File: src/sonar_pkg.sv
// Constants, types and register map shared by the ultrasonic range timer.
package sonar_pkg;

  // Bus clock period and the least start-pulse time, in nanoseconds.
  localparam int CLK_PERIOD_NS = 40;
  localparam int PING_MIN_NS = 10000;
  // A least time rounds up to whole clock cycles.
  localparam int PING_CYCLES = (PING_MIN_NS + CLK_PERIOD_NS - 1) / CLK_PERIOD_NS;

  // Counter widths.
  localparam int TRIG_W = 12;
  localparam int FLIGHT_W = 22;
  localparam int SUP_W = 22;
  localparam logic [SUP_W-1:0] SUP_LAST = 22'h3FFFFF;
  localparam logic [TRIG_W-1:0] PING_COUNT = TRIG_W'(PING_CYCLES);

  // Register byte offsets, decoded on the low address bits.
  localparam int ADDR_W = 8;
  localparam logic [ADDR_W-1:0] OFS_FLIGHT = 8'h00;
  localparam logic [ADDR_W-1:0] OFS_CTRL = 8'h04;
  localparam logic [ADDR_W-1:0] OFS_STATUS = 8'h08;

  // Control register fields and reset value.
  localparam int CTRL_RUN_BIT = 0;
  localparam logic CTRL_RUN_RESET = 1'b1;

  // Status register fields.
  localparam int STAT_STATE_LSB = 0;
  localparam int STAT_DONE_BIT = 3;
  localparam int STAT_ECHO_BIT = 4;
  localparam int STAT_PING_BIT = 5;

  // Reset values of the data path.
  localparam logic [31:0] RDATA_RESET = 32'h0000_0000;

  // Bus encodings.
  localparam logic [1:0] HTRANS_NONSEQ = 2'h2;
  localparam logic [1:0] HTRANS_SEQ = 2'h3;
  localparam logic [2:0] HSIZE_WORD = 3'h2;
  localparam logic HRESP_OKAY = 1'b0;

  // Measurement sequence, five states in a 3-bit code.
  typedef enum logic [2:0] {
    ST_PING_START,
    ST_PING_HOLD,
    ST_WAIT_RISE,
    ST_TIME_ECHO,
    ST_DONE
  } meas_state_e;

  // Captured address phase of one bus transfer.
  typedef struct packed {
    logic valid;
    logic write;
    logic [ADDR_W-1:0] addr;
  } ahb_req_s;

endpackage

File: src/ultrasonic_range_timer.sv
// Ultrasonic range timer: start pulse, echo timing, supervision restart, bus slave.
//
// The AHB-Lite register port was chosen for this implementation.

//////////////////////////////////////////////////////////////////////////////
module ultrasonic_range_timer
  import sonar_pkg::*;
#(
  parameter logic [TRIG_W-1:0] PING_LIMIT = PING_COUNT,
  parameter logic [SUP_W-1:0] SUPERVISE_LAST = SUP_LAST
) (
  // Clock, reset and clock enable.
  input wire logic hclk,
  input wire logic hresetn,
  input wire logic ce,
  // AHB-Lite slave.
  input wire logic hsel,
  input wire logic [31:0] haddr,
  input wire logic [1:0] htrans,
  input wire logic hwrite,
  input wire logic [2:0] hsize,
  input wire logic hready,
  input wire logic [31:0] hwdata,
  output logic [31:0] hrdata,
  output logic hreadyout,
  output logic hresp,
  // Ranging module pins.
  output logic ping_start,
  input wire logic echo_in
);

  //////////////////////////////////////////////////////////////////////////////
  // Declarations.
  meas_state_e state_reg;
  meas_state_e state_next;
  logic [TRIG_W-1:0] trig_cnt_reg;
  logic [FLIGHT_W-1:0] flight_reg;
  logic [SUP_W-1:0] sup_cnt_reg;
  logic restart_n_reg;
  logic echo_prev_reg;
  logic ping_reg;
  logic run_reg;
  ahb_req_s req_reg;
  logic [31:0] rdata_reg;
  logic meas_rst_n;
  logic echo_rise;
  logic echo_fall;
  logic trig_done;
  logic sup_top;
  logic bus_accept;
  logic bus_write;
  logic [31:0] rd_mux;
  logic [31:0] status_word;
  ahb_req_s req_next;

  //////////////////////////////////////////////////////////////////////////////
  // Edge detection and decodes.

  // The edge compares the stored sample with the live input; inputs are synchronous.
  assign echo_rise = !echo_prev_reg && echo_in;
  assign echo_fall = echo_prev_reg && !echo_in;
  assign trig_done = (trig_cnt_reg == PING_LIMIT);
  assign sup_top = (sup_cnt_reg == SUPERVISE_LAST);

  // The restart is a flop output so the asynchronous clear never sees a glitch.
  assign meas_rst_n = hresetn && restart_n_reg;

  //////////////////////////////////////////////////////////////////////////////
  // Supervision counter and restart pulse.

  // Free running; the restart flop goes low for the one cycle after the top.
  always_ff @(posedge hclk or negedge hresetn) begin
    if (!hresetn) begin
      sup_cnt_reg <= '0;
      restart_n_reg <= 1'b1;
    end else if (ce) begin
      sup_cnt_reg <= sup_top ? '0 : sup_cnt_reg + 1'b1;
      restart_n_reg <= !sup_top;
    end
  end

  //////////////////////////////////////////////////////////////////////////////
  // Return-line sample.

  // Kept out of the restart so an edge is never invented after a restart.
  always_ff @(posedge hclk or negedge hresetn) begin
    if (!hresetn) begin
      echo_prev_reg <= 1'b0;
    end else if (ce) begin
      echo_prev_reg <= echo_in;
    end
  end

  //////////////////////////////////////////////////////////////////////////////
  // Measurement sequence.

  // Next state; state zero waits only while software has stopped ranging.
  always_comb begin
    state_next = state_reg;
    unique case (state_reg)
      ST_PING_START: begin
        if (run_reg) begin
          state_next = ST_PING_HOLD;
        end
      end
      ST_PING_HOLD: begin
        if (trig_done) begin
          state_next = ST_WAIT_RISE;
        end
      end
      ST_WAIT_RISE: begin
        if (echo_rise) begin
          state_next = ST_TIME_ECHO;
        end
      end
      ST_TIME_ECHO: begin
        if (echo_fall) begin
          state_next = ST_DONE;
        end
      end
      ST_DONE: begin
        state_next = ST_DONE;
      end
    endcase
  end

  // State, counters and the start pulse; the restart clears them at once.
  always_ff @(posedge hclk or negedge meas_rst_n) begin
    if (!meas_rst_n) begin
      state_reg <= ST_PING_START;
      trig_cnt_reg <= '0;
      flight_reg <= '0;
      ping_reg <= 1'b0;
    end else if (ce) begin
      state_reg <= state_next;
      if (state_reg == ST_PING_START && run_reg) begin
        ping_reg <= 1'b1;
      end
      if (state_reg == ST_PING_HOLD) begin
        if (trig_done) begin
          ping_reg <= 1'b0;
        end else begin
          trig_cnt_reg <= trig_cnt_reg + 1'b1;
        end
      end
      if (state_reg == ST_TIME_ECHO && !echo_fall) begin
        flight_reg <= flight_reg + 1'b1;
      end
    end
  end

  assign ping_start = ping_reg;

  //////////////////////////////////////////////////////////////////////////////
  // AHB-Lite slave.

  // Only whole-word NONSEQ or SEQ transfers are taken; others pass as idle.
  assign bus_accept = hsel && hready && htrans[1] && (hsize == HSIZE_WORD);
  assign bus_write = req_reg.valid && req_reg.write;

  // Address phase carried to the data phase.
  assign req_next.valid = bus_accept;
  assign req_next.write = hwrite;
  assign req_next.addr = haddr[ADDR_W-1:0];

  // Status word shows the sequence state, the done flag and both pins.
  assign status_word = {26'h0, ping_reg, echo_prev_reg, (state_reg == ST_DONE), state_reg};

  // Read selection; unmapped offsets read as zero.
  assign rd_mux = (haddr[ADDR_W-1:0] == OFS_FLIGHT) ? {10'h0, flight_reg} :
                  (haddr[ADDR_W-1:0] == OFS_CTRL) ? {31'h0, run_reg} :
                  (haddr[ADDR_W-1:0] == OFS_STATUS) ? status_word : 32'h0000_0000;

  // Zero wait states while enabled; a low enable stretches the transfer.
  assign hreadyout = ce;
  assign hresp = HRESP_OKAY;
  assign hrdata = rdata_reg;

  // Read data is captured at the address edge, so reads leave state untouched.
  always_ff @(posedge hclk or negedge hresetn) begin
    if (!hresetn) begin
      req_reg <= '0;
      rdata_reg <= RDATA_RESET;
    end else if (ce) begin
      req_reg <= req_next;
      if (bus_accept && !hwrite) begin
        rdata_reg <= rd_mux;
      end
    end
  end

  // Control write lands in the data phase; the flight register ignores writes.
  always_ff @(posedge hclk or negedge hresetn) begin
    if (!hresetn) begin
      run_reg <= CTRL_RUN_RESET;
    end else if (ce && bus_write && req_reg.addr == OFS_CTRL) begin
      run_reg <= hwdata[CTRL_RUN_BIT];
    end
  end

  //////////////////////////////////////////////////////////////////////////////
  // Checks.

  // Cycles the start pulse has been high, read only by the checks.
  logic [TRIG_W:0] ping_len_reg;
  always_ff @(posedge hclk or negedge hresetn) begin
    if (!hresetn) begin
      ping_len_reg <= '0;
    end else begin
      ping_len_reg <= ping_reg ? ping_len_reg + 1'b1 : '0;
    end
  end
endmodule

File: config.mk
export PLATFORM = sky130hd
export DESIGN_NAME = ultrasonic_range_timer
export DESIGN_NICKNAME = d
export VERILOG_FILES = /design/src/sonar_pkg.sv /design/src/ultrasonic_range_timer.sv
export SDC_FILE = /design/constraint.sdc
export NUM_CORES = 1
export LEC_CHECK = 0
export ABC_AREA = 0
export BUFFER_PORTS_ARGS = -buffer_cell sky130_fd_sc_hd__buf_2
export CORE_MARGIN = 10
export CORE_UTILIZATION = 53
export CTS_CLUSTER_DIAMETER = 120
export DETAILED_ROUTE_END_ITERATION = 6
export PLACE_DENSITY = 0.79
export SLEW_MARGIN = 30
export SYNTH_ARGS = -nofsm -noshare
export SYNTH_HDL_FRONTEND = slang
export SYNTH_SLANG_ARGS = --single-unit
File: constraint.sdc
create_clock -name hclk -period 1.95 [get_ports hclk]
set_input_delay 0.39 -clock hclk [delete_from_list [all_inputs] [get_ports hclk]]
set_output_delay 0.39 -clock hclk [all_outputs]
set_load 0.02 [all_outputs]
# [Yosys cells after proc, flatten, opt, wreduce, memory -nomap -nowiden]
# Index checks and enable logic that the tools add are counted.
[word_totals] wordCells=65 latchBits=0 input_bits=76 output_inout_bits=35 ramBits=0 mem_bits_ro=0 mem_count=0 regBits=105
[classes] div_mod_pow=0 n_reduce_logical=23 add_sub_neg=3 shifts=0 n_bitwise=1 mux=12 n_lt_le_gt_ge=0 multipliers=0 n_eq_ne=14
[ops] operator="22-bit by 1-bit adder with 22-bit output, second input constant" n=2
[ops] operator="22-bit 2-to-1 mux" n=2
[ops] operator="22-bit equality test, second input constant" n=1
[ops] operator="8-bit by 3-bit equality test with 1-bit output, second input constant" n=2
[ops] operator="3-bit case mux with 5 select lines" n=1
[ops] operator="12-bit by 1-bit adder with 12-bit output, second input constant" n=1
[ops] operator="12-bit by 8-bit equality test with 1-bit output, second input constant" n=1
[ops] operator="1-bit logical AND" n=12
[ops] operator="3-bit 2-to-1 mux" n=4
[ops] operator="6-bit 2-to-1 mux" n=2
[ops] operator="3-bit by 2-bit equality test with 1-bit output, second input constant" n=3
[ops] operator="8-bit by 4-bit equality test with 1-bit output, second input constant" n=1
[ops] operator="8-bit logical NOT" n=1
[ops] operator="2-bit inequality test, second input constant" n=4
[ops] operator="1-bit logical NOT" n=5
[ops] operator="5-bit AND reduction" n=1
[ops] operator="2-bit AND reduction" n=2
[ops] operator="3-bit by 1-bit equality test with 1-bit output, second input constant" n=1
[ops] operator="3-bit equality test, second input constant" n=1
[ops] operator="3-bit logical NOT" n=1
[ops] operator="1-bit 2-to-1 mux" n=3
[ops] operator="3-bit AND reduction" n=1
[ops] operator="1-bit inverter" n=1

# [Depth between registers and ports, before layout]
# Gate-level depths: netlist of the first run.
[logic_depth] ltp_word=5 depth_mapped=6 ltp_nobuf=6

# [Worst setup path after synthesis of the first run]
# No wires, ideal clock.
[synth_path] path_kind="input port to flip-flop" from="in hsize[2]" to="reg rdata_reg[11] (netlist: hrdata[11])" path_slack_ns=0.112 required_ns=1.886 arrival_time_ns=1.774 cell_stages=6 path_buffers=2 setup_time_ns=0.064 path_cell_list="and4bb_1 > or3b_1 > buf_6 > nor4_4 > buf_6 > a22o_2"
[synth_via] elab_chain_len=4
[synth_lines] item="from (decl)" line="ultrasonic_range_timer.sv:21" source="input wire logic [2:0] hsize,"
[synth_lines] item="3-bit by 2-bit equality test with 1-bit output" line="ultrasonic_range_timer.sv:158" source="assign bus_accept = hsel && hready && htrans[1] && (hsize == HSIZE_WORD);"
[synth_lines] item="1-bit logical AND" line="ultrasonic_range_timer.sv:158"
[synth_lines] item="1-bit logical AND" line="ultrasonic_range_timer.sv:186" source="if (bus_accept && !hwrite) begin"
[synth_lines] item="2-bit AND reduction (no source line)"
[synth_lines] item="to (signal assigned)" line="ultrasonic_range_timer.sv:187" source="rdata_reg <= rd_mux;"
[synth_lines] item="to (decl)" line="ultrasonic_range_timer.sv:44" source="logic [31:0] rdata_reg;"
# Every way passes these cells.
# A chain may end at the register's enable or synchronous reset.

# [Worst setup path after layout of the first run]
[layout_path] from="reg echo_prev_reg" to="reg flight_reg[19]"
[layout_via] elab_chain_len=4
[layout_lines] item="from (decl)" line="ultrasonic_range_timer.sv:40" source="logic echo_prev_reg;"
[layout_lines] item="from (signal assigned)" line="ultrasonic_range_timer.sv:90" source="echo_prev_reg <= echo_in;"
[layout_lines] item="1-bit logical AND" line="ultrasonic_range_timer.sv:61" source="assign echo_fall = echo_prev_reg && !echo_in;"
[layout_lines] item="1-bit logical NOT" line="ultrasonic_range_timer.sv:146" source="if (state_reg == ST_TIME_ECHO && !echo_fall) begin"
[layout_lines] item="1-bit logical AND" line="ultrasonic_range_timer.sv:146"
[layout_lines] item="2-bit AND reduction (no source line)"
[layout_lines] item="to (signal assigned)" line="ultrasonic_range_timer.sv:147" source="flight_reg <= flight_reg + 1'b1;"
[layout_lines] item="to (decl)" line="ultrasonic_range_timer.sv:37" source="logic [FLIGHT_W-1:0] flight_reg;"
# Every way passes these cells.

==> results.txt, run 1 <==
----------------------------------------------------
[Critical path]
  Crit start category ... register
  Class of the most critical setup path ... reg -> reg
  Worst reg2reg setup slack ... 0.17 ns
  Crit path max fanout ... 8
  Data required, critical path ... 2.23 ns
  R2r endpoint ... flight_reg[19]
  Logic depth of the worst register-to-register path ... 4
  Arrival time reported for the critical path endpoint ... ~2.1 ns
  Beginning of the worst register-to-register path ... echo_prev_reg
  Capturing element type of the critical path ... register

[Floorplanning]
  I/O pin cnt ... 111
  Standard-cell row count ... 33
  X dimension of the die ... 112 um
  Die Height ... 112 um
  Area enclosed by the die boundary ... 12500 sq um
  Core Footprint ... 8220 sq um
  Starting density of the core ... around 54%

[STA]
  Worst-case clock skew ... 0.0187 ns
  Max Fclk ... 561 MHz
  Worst slew slack as a fraction of its limit ... 53.5%
  Minimum clock period ... about 1.8 ns
  Unrepaired setup endpoints after global routing ... false
  Final setup violating endpoints ... 0
  Max-slew violation count ... 0
  Final clock period utilization by the worst path ... 91.3%
  Hold Violations, Final ... 0
  Measured slew at the worst slew-check pin ... approximately 0.70 ns
  Final hold slack ... about 0.18 ns
  Final critical-path setup slack ... 0.169 ns

[GRT]
  Maximum number of pins on one net before global-route repair ... 58
  Global-route wire length before repair ... 15.8 mm
  Number of global-route vias before repair ... 3267
  Gr usage total ... 15.0%
  GR Overflow Total ... 0
  Antenna violations before repair ... 0

[Logic synthesis]
  Part of the Yosys area used for sequential elements ... between 50% and 60%
  Total of flip-flops plus latches after synthesis ... 95
  Synth unique cells ... 50
  Primary FF master, synth ... sky130_fd_sc_hd__dfrtp_1
  Top cell types by occurrence after synthesis ... 93 x sky130_fd_sc_hd__dfrtp_1, 35 x sky130_fd_sc_hd__nand2_1, 28 x sky130_fd_sc_hd__xnor2_1
  Number of instances in the synthesized netlist ... 397
  Area share of the largest cell type after synthesis ... 52.2%
  Library cell with the highest instance count after synthesis ... sky130_fd_sc_hd__dfrtp_1
  Proportion of register bits with asynchronous set or reset after synthesis ... 100%
  Largest cells by area after synthesis ... sky130_fd_sc_hd__dfrtp_1 52%, sky130_fd_sc_hd__xnor2_1 5.5%, sky130_fd_sc_hd__xor2_1 3.9%
  EDFF count, synth ... 0
  Per-instance average area after synthesis ... 11.2 sq um
  Largest area contributor in the netlist ... sky130_fd_sc_hd__dfrtp_1
  Yosys warns ... 0
  Post-synthesis instance area ... between 4000 and 5000 sq um

[Flow run]
  Reported max-cap violation count ... 0

[Clock tree]
  Number of H-tree levels ... 3
  Clock-pin slew of the registers on the worst-case setup and hold paths ... 0.10 ns
  Clock tree root driver cell ... sky130_fd_sc_hd__clkbuf_8
  Clock buffers created by TritonCTS ... 9
  # hold bufs at CTS ... 0
  Clock Sinks ... 95
  CTS tree ... built
  Post-CTS setup-driven buffer insertion count ... 0
  Insertion delay to the later sink of the worst-skew pair ... about 0.37 ns
  Maximum buffer depth of the clock tree ... 2
  Post-CTS sizing ... 0

[Drt]
  Routed vias/inst ... approximately 5.6
  First-pass iteration count of the detailed router ... 4
  Number of DRC violations after detailed routing ... 0
  DR iter-0 viols ... 136
  Remaining number of nets flagged by the antenna check after routing ... 0
  Count of vias placed by the detailed router ... between 3000 and 4000
  Average detailed-routed wire length per instance ... 16.2 um
  DRT Wirelength ... 9.18 mm

[Place]
  Cell area after placement ... between 4000 and 5000 sq um
  Half-perimeter wire length after detailed placement ... 6.59 mm
  Pre-CTS setup slack ... -0.00123 ns
  Last weighted congestion value of the routability-driven placer ... 0.793
  Port-buffer cells ... 43

[Pwr]
  Total chip power ... ~0.0047 W
  Leakage power total ... about 2.4 nW
  Maximum vdd ir drop ... 0.529 mV
  Total power divided by cell area ... 925 nW/um^2

[Layout]
  Layout cells sized above 1 ... 24.7%
  Filler cell count in the final layout ... 660
  Post-route cell area ... slightly above 5000 sq um
  Area taken by multi-input logic gates ... 1920 sq um
  Net count of the finished layout ... between 500 and 600
  Area growth, synth to finish ... 14.6%
  Antenna cells ... 0
  Seq. cell area ... 2380 sq um

[Run status]
  Run status ... complete, no violations

[Worst hold path]
  Min-delay worst type ... in -> async

----------------------------------------------------
-- per-stage QoR --
step                      instances  utilization, %  TNS [ns]
after global routing            567            62.2         0
after global placement          551            59.2         0
after CTS                       567            62.2         0
final                           567            62.2         0
after detailed placement        551            59.2  -0.00123
after floorplan                 407               -         0
-- layer usage --
metal / up-vias / routed length (um) / GRT usage (%)
met5: - / 0 / 0
met4: 0 / 152 / 5.48
met3: 13 / 421 / 4.29
met2: 58 / 4650 / 25.1
met1: 1580 / 3960 / 17.8
li1: 1531 / - / -
-- placed cells by master, fill, tap and decap left out, types with 2 or more instances in the layout --
cell type                   instances
sky130_fd_sc_hd__nor4b_1            2
sky130_fd_sc_hd__mux2_2            12
sky130_fd_sc_hd__buf_4             22
sky130_fd_sc_hd__or3_1              2
sky130_fd_sc_hd__o21ai_0           13
sky130_fd_sc_hd__dfstp_2            2
sky130_fd_sc_hd__conb_1            11
sky130_fd_sc_hd__nand4_1           20
sky130_fd_sc_hd__or4_1              4
sky130_fd_sc_hd__o221ai_1           2
sky130_fd_sc_hd__nor2b_1            3
sky130_fd_sc_hd__and3_1             4
sky130_fd_sc_hd__nand4bb_1          2
sky130_fd_sc_hd__or2_2              2
sky130_fd_sc_hd__nor2_1            22
sky130_fd_sc_hd__nor4_1             5
sky130_fd_sc_hd__xnor2_1           28
sky130_fd_sc_hd__a31oi_1            3
sky130_fd_sc_hd__nand3_1           18
sky130_fd_sc_hd__nor4_2             4
sky130_fd_sc_hd__dfrtp_1           93
sky130_fd_sc_hd__buf_2             43
sky130_fd_sc_hd__and2_1             3
sky130_fd_sc_hd__a22o_2            10
sky130_fd_sc_hd__inv_1              7
sky130_fd_sc_hd__mux2i_1            6
sky130_fd_sc_hd__and4_1             8
sky130_fd_sc_hd__clkbuf_8          10
sky130_fd_sc_hd__bufinv_16          3
sky130_fd_sc_hd__nor3_1            10
sky130_fd_sc_hd__ha_1               4
sky130_fd_sc_hd__nand2_1           35
sky130_fd_sc_hd__a22o_1             6
sky130_fd_sc_hd__xor2_1            20
sky130_fd_sc_hd__inv_6              2
sky130_fd_sc_hd__o31ai_1            3
sky130_fd_sc_hd__a21oi_1            3
-- worst max-delay path by stage --
stage                    startpoint        endpoint  slack, ns  depth (start not counted)
global placement                 ce       hrdata[2]       0.05                          5
CTS                   echo_prev_reg  flight_reg[19]       0.17                          4
finish                echo_prev_reg  flight_reg[19]       0.17                          4
global route        sup_cnt_reg[14]  sup_cnt_reg[0]       0.03                          4
floorplan                  hsize[2]      hrdata[11]       0.11                          6
detailed placement               ce       hrdata[2]     -0.001                          5
-- where the power goes --
| group | switching, W | internal (W) | total (W) |
|---|---|---|---|
| combinational | 0.000395 | 0.000354 | 0.000749 |
| clock | 0.000702 | 0.000894 | 0.00160 |
| sequential | 0.000231 | 0.00215 | 0.00239 |
| total | 0.00133 | 0.00340 | 0.00473 |
-- worst max-delay path, stage by stage (launching register included) --
cell and delay [ns]:
sky130_fd_sc_hd__dfrtp_1 0.43, sky130_fd_sc_hd__nor2b_1 0.17, sky130_fd_sc_hd__or3_1 0.53, sky130_fd_sc_hd__nor4_2 0.37, sky130_fd_sc_hd__xor2_1 0.20
-- kinds of logic after synthesis --
logic type      synth area share [%]
simple gates                    19.3
flops                           53.4
compound gates                  7.99
xor+xnor                        9.43
buf+inv                         4.35
mux                             4.38
fa+ha+maj                       1.12
other cells                   0.0841
-- cell type report --
type | count | share of cell area, %
clock buffers | 10 | 2.69
well taps | 105 | 2.57
clock inverters | 6 | 2.20
inverters | 7 | 0.514
multi-input cells | 278 | 37.6
repair buffers | 66 | 7.83
flip-flops and latches | 95 | 46.5
Power figures use the tool's default switching activity.
==> run 2: changes to the inputs <==
--- a/config.mk
+++ b/config.mk
@@ -11,6 +11,7 @@
 export CORE_UTILIZATION = 53
 export CTS_CLUSTER_DIAMETER = 120
 export DETAILED_ROUTE_END_ITERATION = 6
+export GPL_TIMING_DRIVEN = 0
 export PLACE_DENSITY = 0.79
 export SLEW_MARGIN = 30
 export SYNTH_ARGS = -nofsm -noshare
==> results.txt, run 2 (synthesis gave the netlist of run 1 again) <==
----------------------------------------------------
[Run status]
  Run status ... complete, no violations

[Layout]
  Post-route cell area ... 5200 sq um
  Most frequent cells in the layout ... 93 x sky130_fd_sc_hd__dfrtp_1, 44 x sky130_fd_sc_hd__buf_2, 35 x sky130_fd_sc_hd__nand2_1
  Most common cell after layout, fill and taps aside ... sky130_fd_sc_hd__dfrtp_1
  Seq. cell area ... 2380 sq um
  Non-filler cells, final ... ~570
  Area growth, synth to finish ... 16.6%
  Area taken by multi-input logic gates ... 1980 sq um
  Antenna cells ... 0
  Filler cell count in the final layout ... 646
  Net count of the finished layout ... 545
  Layout cells sized above 1 ... 25.2%

[Drt]
  Count of vias placed by the detailed router ... 3168
  DRT Wirelength ... 9.34 mm
  First-pass iteration count of the detailed router ... 4
  Routed vias/inst ... 5.52
  DR iter-0 viols ... 132
  Wire length on met3 ... 333 um
  Remaining number of nets flagged by the antenna check after routing ... 0
  Wire length on met2 ... approximately 4.8 mm
  Average detailed-routed wire length per instance ... 16.3 um
  Wire length on met1 ... roughly 4.1 mm
  Number of DRC violations after detailed routing ... 0
  Highest signal layer in the routed design ... met4

[GRT]
  Gr usage total ... 15.0%
  GR Overflow Total ... 0
  Global-route wire length before repair ... 15.7 mm
  Antenna violations before repair ... 0
  Maximum number of pins on one net before global-route repair ... 59
  Number of global-route vias before repair ... 3232

[Floorplanning]
  I/O pin cnt ... 111
  Die Height ... 112 um
  Starting density of the core ... 54.3%
  Standard-cell row count ... 33
  X dimension of the die ... approximately 110 um
  Area enclosed by the die boundary ... 12500 sq um
  Core Footprint ... 8220 sq um

[Place]
  Port-buffer cells ... 42
  Cell area after placement ... 4870 sq um
  Half-perimeter wire length after detailed placement ... roughly 6.7 mm
  Last weighted congestion value of the routability-driven placer ... 0.790
  Number of cells in the design after placement ... 555

[Clock tree]
  Maximum buffer depth of the clock tree ... 2
  Insertion delay to the later sink of the worst-skew pair ... between 0.3 and 0.4 ns
  Number of H-tree levels ... 3
  Clock-pin slew of the registers on the worst-case setup and hold paths ... approximately 0.09 ns
  Clock buffers created by TritonCTS ... 9
  Clock Sinks ... between 90 and 100
  Clock tree root driver cell ... sky130_fd_sc_hd__clkbuf_8
  CTS tree ... built

[Flow run]
  Reported max-cap violation count ... 0

[Pwr]
  Leakage power total ... roughly 2.5 nW
  Maximum vdd ir drop ... 0.445 mV
  Total power divided by cell area ... roughly 900 nW/um^2
  Total chip power ... between 0.004 and 0.005 W

[Critical path]
  Capturing element type of the critical path ... register
  Class of the most critical setup path ... reg -> reg
  Arrival time reported for the critical path endpoint ... about 2.2 ns
  Slowest CP cell ... sky130_fd_sc_hd__dfrtp_1
  Critical path buffers and inverters ... 2
  Top Family by Delay on Critical Path ... simple AND/OR/NAND/NOR gates
  Crit start category ... register
  Beginning of the worst register-to-register path ... state_reg[2]
  Longest individual stage delay on the worst path ... 0.39 ns
  Data required, critical path ... between 2 and 2.5 ns
  R2r endpoint ... flight_reg[17]
  Logic depth of the worst register-to-register path ... 6
  Worst reg2reg setup slack ... 0.05 ns
  Crit path max fanout ... 10
  List of cells traversed by the critical path ... buf_2 -> nand4b_4 -> or3_1 -> buf_4 -> nor4_2 -> xor2_1

[STA]
  Measured slew at the worst slew-check pin ... 0.719 ns
  Final clock period utilization by the worst path ... between 90% and 100%
  Minimum clock period ... 1.90 ns
  Worst-case clock skew ... ~0.017 ns
  Hold Violations, Final ... 0
  Max-slew violation count ... 0
  Final setup violating endpoints ... 0
  Worst slew slack as a fraction of its limit ... between 50% and 60%
  Max Fclk ... between 500 and 600 MHz
  Final hold slack ... 0.0579 ns

[Worst hold path]
  Min-delay worst type ... in -> async

----------------------------------------------------
-- run 2: cell type report --
class,instances,area share [%]
buffer,26,3.25
clock buffer,10,2.45
clock inverter,5,2.05
inverter,7,0.505
multi-input combinational,278,38.1
sequential,95,45.8
tap,105,2.53
timing repair buffer,48,5.34
-- run 2: worst max-delay path by stage --
stage / end / cells after the start / from / slack (ns)
3_5_place_dp: sup_cnt_reg[16] / 6 / ce / -0.22
4_1_cts: flight_reg[19] / 6 / state_reg[2] / 0.01
3_3_place_gp: trig_cnt_reg[5] / 2 / hresetn / -1.16
5_1_grt: flight_reg[17] / 6 / state_reg[2] / -0.02
2_1_floorplan: hrdata[11] / 6 / hsize[2] / 0.11
6_report: flight_reg[17] / 6 / state_reg[2] / 0.05
-- run 2: where the power goes --
part	total, W	internal (W)	switching [W]	leakage [nW]
Clock	0.00152	0.000850	0.000671	0.113
Combinational	0.000757	0.000350	0.000408	1.10
Sequential	0.00237	0.00215	0.000217	1.26
Total	0.00465	0.00335	0.00130	2.47
-- run 2: per-stage QoR --
| step | worst slack [ns] | setup TNS, ns | utilization, % |
|---|---|---|---|
| floorplan | 0.112 | 0 | - |
| global placement | -1.16 | -47.47 | 58.9 |
| detailed placement | -0.218 | -4.43 | 59.3 |
| CTS | 0.0134 | 0 | 62.4 |
| global route | -0.0234 | -0.0318 | 63.3 |
| finish | 0.0540 | 0 | 63.3 |
-- run 2: what timing repair did --
action                                 CTS  global route
resized for setup                        2             9
endpoints found under the hold margin    0             0
pin swaps                                1             1
setup endpoints to repair               17            19
setup buffers                            1             4
hold buffers                             0             0
-- run 2: worst reg2reg max path, delay by kind of cell (launching register included) --
family                    cells  cell delay, ns
xor gates and xnor gates      1            0.17
buffers and inverters         2            0.38
DFF                           1            0.39
and+or+nand+nor               3            0.89
-- run 2: routing by layer --
layer  GRT usage, %  vias to the layer above
met5              0                        -
met4           3.51                        0
met3           4.03                        9
met2           25.3                       44
met1           18.8                     1582
li1               -                     1533
==> run 3: changes to the inputs <==
--- a/config.mk
+++ b/config.mk
@@ -7,12 +7,13 @@
 export LEC_CHECK = 0
 export ABC_AREA = 0
 export BUFFER_PORTS_ARGS = -buffer_cell sky130_fd_sc_hd__buf_2
-export CORE_MARGIN = 10
+export CORE_MARGIN = 1.5
 export CORE_UTILIZATION = 53
 export CTS_CLUSTER_DIAMETER = 120
 export DETAILED_ROUTE_END_ITERATION = 6
 export GPL_TIMING_DRIVEN = 0
 export PLACE_DENSITY = 0.79
+export SKIP_LAST_GASP = 1
 export SLEW_MARGIN = 30
 export SYNTH_ARGS = -nofsm -noshare
 export SYNTH_HDL_FRONTEND = slang
==> results.txt, run 3 (synthesis gave the netlist of run 1 again) <==
----------------------------------------------------
[Drt]
  Routed vias/inst ... 5.51
  DRT Wirelength ... 8.76 mm
  Average detailed-routed wire length per instance ... 15.3 um
  DR iter-0 viols ... 153
  Remaining number of nets flagged by the antenna check after routing ... 0
  Number of DRC violations after detailed routing ... 0
  First-pass iteration count of the detailed router ... 4
  Count of vias placed by the detailed router ... 3162

[Clock tree]
  Number of H-tree levels ... 3
  Insertion delay to the later sink of the worst-skew pair ... approximately 0.37 ns
  Clock tree root driver cell ... sky130_fd_sc_hd__clkbuf_8
  Clock Sinks ... 95
  CTS tree ... built
  Clock-pin slew of the registers on the worst-case setup and hold paths ... 0.09 ns
  Maximum buffer depth of the clock tree ... 2
  # hold bufs at CTS ... 0
  Clock buffers created by TritonCTS ... 9

[Place]
  Last weighted congestion value of the routability-driven placer ... slightly above 0.8
  Port-buffer cells ... 42
  Number of cells in the design after placement ... roughly 560
  Half-perimeter wire length after detailed placement ... 6.18 mm

[STA]
  Unrepaired setup endpoints after global routing ... true
  Hold Violations, Final ... 0
  Final clock period utilization by the worst path ... between 90% and 100%
  Max-slew violation count ... 0
  Final hold slack ... 0.0742 ns
  Final setup violating endpoints ... 0
  Worst-case clock skew ... 0.0163 ns
  Measured slew at the worst slew-check pin ... 0.711 ns
  Max Fclk ... 541 MHz
  Worst slew slack as a fraction of its limit ... a little over half
  Minimum clock period ... 1.85 ns

[Pwr]
  Clock power frac ... 29.3%
  Leakage power total ... 2.43 nW
  Switching power as a share of total power ... 29.9%
  Net switching power ... 0.00132 W
  Maximum vdd ir drop ... ~0.43 mV
  Total power divided by cell area ... 860 nW/um^2
  Cell Int Power ... 0.00310 W
  Combinational cell fraction of total power ... 17.0%
  Share of total power in sequential cells ... 53.7%

[GRT]
  Antenna violations before repair ... 0
  GR Overflow Total ... 0
  Global-route wire length before repair ... 14.4 mm
  Gr usage total ... 21.0%
  Maximum number of pins on one net before global-route repair ... 59
  Number of global-route vias before repair ... 3005

[Critical path]
  Data required, critical path ... 2.23 ns
  Longest individual stage delay on the worst path ... 0.39 ns
  List of cells traversed by the critical path ... clkbuf_4 -> nand4b_4 -> or3_1 -> buf_4 -> nor4_4 -> xor2_1
  Capturing element type of the critical path ... register
  Slowest CP cell ... sky130_fd_sc_hd__dfrtp_1
  Crit path max fanout ... 10
  Class of the most critical setup path ... reg -> reg
  Worst reg2reg setup slack ... 0.10 ns
  Top Family by Delay on Critical Path ... simple AND/OR/NAND/NOR gates
  Critical path buffers and inverters ... 2
  Arrival time reported for the critical path endpoint ... 2.13 ns
  Crit start category ... register

[Layout]
  Layout cells sized above 1 ... 24.9%
  Seq. cell area ... 2380 sq um
  Area taken by multi-input logic gates ... approximately 2000 sq um
  Most frequent cells in the layout ... 93 x sky130_fd_sc_hd__dfrtp_1, 43 x sky130_fd_sc_hd__buf_2, 35 x sky130_fd_sc_hd__nand2_1
  Area growth, synth to finish ... 15.2%
  Non-filler cells, final ... 574
  Net count of the finished layout ... 544
  Antenna cells ... 0
  Filler cell count in the final layout ... 646
  Most common cell after layout, fill and taps aside ... sky130_fd_sc_hd__dfrtp_1

[Run status]
  Run status ... complete, no violations

[Flow run]
  Reported max-cap violation count ... 0

[Floorplanning]
  I/O pin cnt ... 111
  Die Height ... 94.7 um
  Starting density of the core ... 54.6%
  X dimension of the die ... 94.7 um
  Standard-cell row count ... 33
  Area enclosed by the die boundary ... 8980 sq um
  Core Footprint ... 8180 sq um

[Worst hold path]
  Min-delay worst type ... in -> async

----------------------------------------------------
run 3: cell count changes in the layout (fill, tap and decap cells not counted), sizes merged:
| cell | delta |
|---|---|
| buf | -2 |
| bufinv | -2 |
| clkinv | +2 |
| clkinvlp | +2 |
run 3: worst paths after layout:
| check | from | to | depth (start not counted) |
|---|---|---|---|
| hold / removal | hresetn | hrdata[14] | 1 |
| setup reg to reg | state_reg[2] | flight_reg[21] | 6 |
| max in group asynchronous | hresetn | trig_cnt_reg[5] | 3 |
| min in group hclk | hwdata[0] | run_reg | 2 |
| hold reg to reg | trig_cnt_reg[11] | trig_cnt_reg[11] | 1 |
| setup / recovery | state_reg[2] | flight_reg[21] | 6 |
run 3: cell type report:
class / instances / area share, %
flip-flops and latches: 95 / 46.3
multi-input cells: 278 / 38.2
repair buffers: 47 / 5.26
plain buffers: 26 / 3.34
well taps: 105 / 2.56
clock buffers: 9 / 2.41
clock inverters: 7 / 1.39
inverters: 7 / 0.511
run 3: power groups by stage:
stage | Combinational [W] | Clock (W) | Sequential, W
global route | 0.000851 | 0.00141 | 0.00240
finish | 0.000751 | 0.00130 | 0.00237
CTS | 0.000737 | 0.00131 | 0.00236
detailed placement | 0.000721 | 0 | 0.00240
floorplan | 0.000566 | 0 | 0.00235
global placement | 0.000687 | 0 | 0.00239
run 3: repair_timing:
action	CTS	global route
resized for setup	2	7
setup endpoints to repair	14	16
pin swaps	0	1
setup buffers	2	2
run 3: routing by layer:
layer  track usage, %  vias to the layer above  wire, um
met1             29.3                     1564      4090
met4             7.09                        0        93
met3             4.27                        7       245
li1                 -                     1548         -
met2             32.9                       43      4320
met5                0                        -         0
run 3: metrics by stage:
step | utilization [%] | setup WS, ns | setup TNS (ns) | total power [W] | instance area, sq um
finish | 62.8 | 0.103 | 0 | 0.00442 | 5140
global route | 62.8 | -0.0224 | -0.0649 | 0.00466 | 5140
CTS | 62.3 | 0.00285 | 0 | 0.00441 | 5100
detailed placement | 59.6 | -0.268 | -6.21 | 0.00312 | 4870
global placement | 59.2 | -1.12 | -46.02 | 0.00307 | 4840
floorplan | - | 0.112 | 0 | 0.00292 | 4500
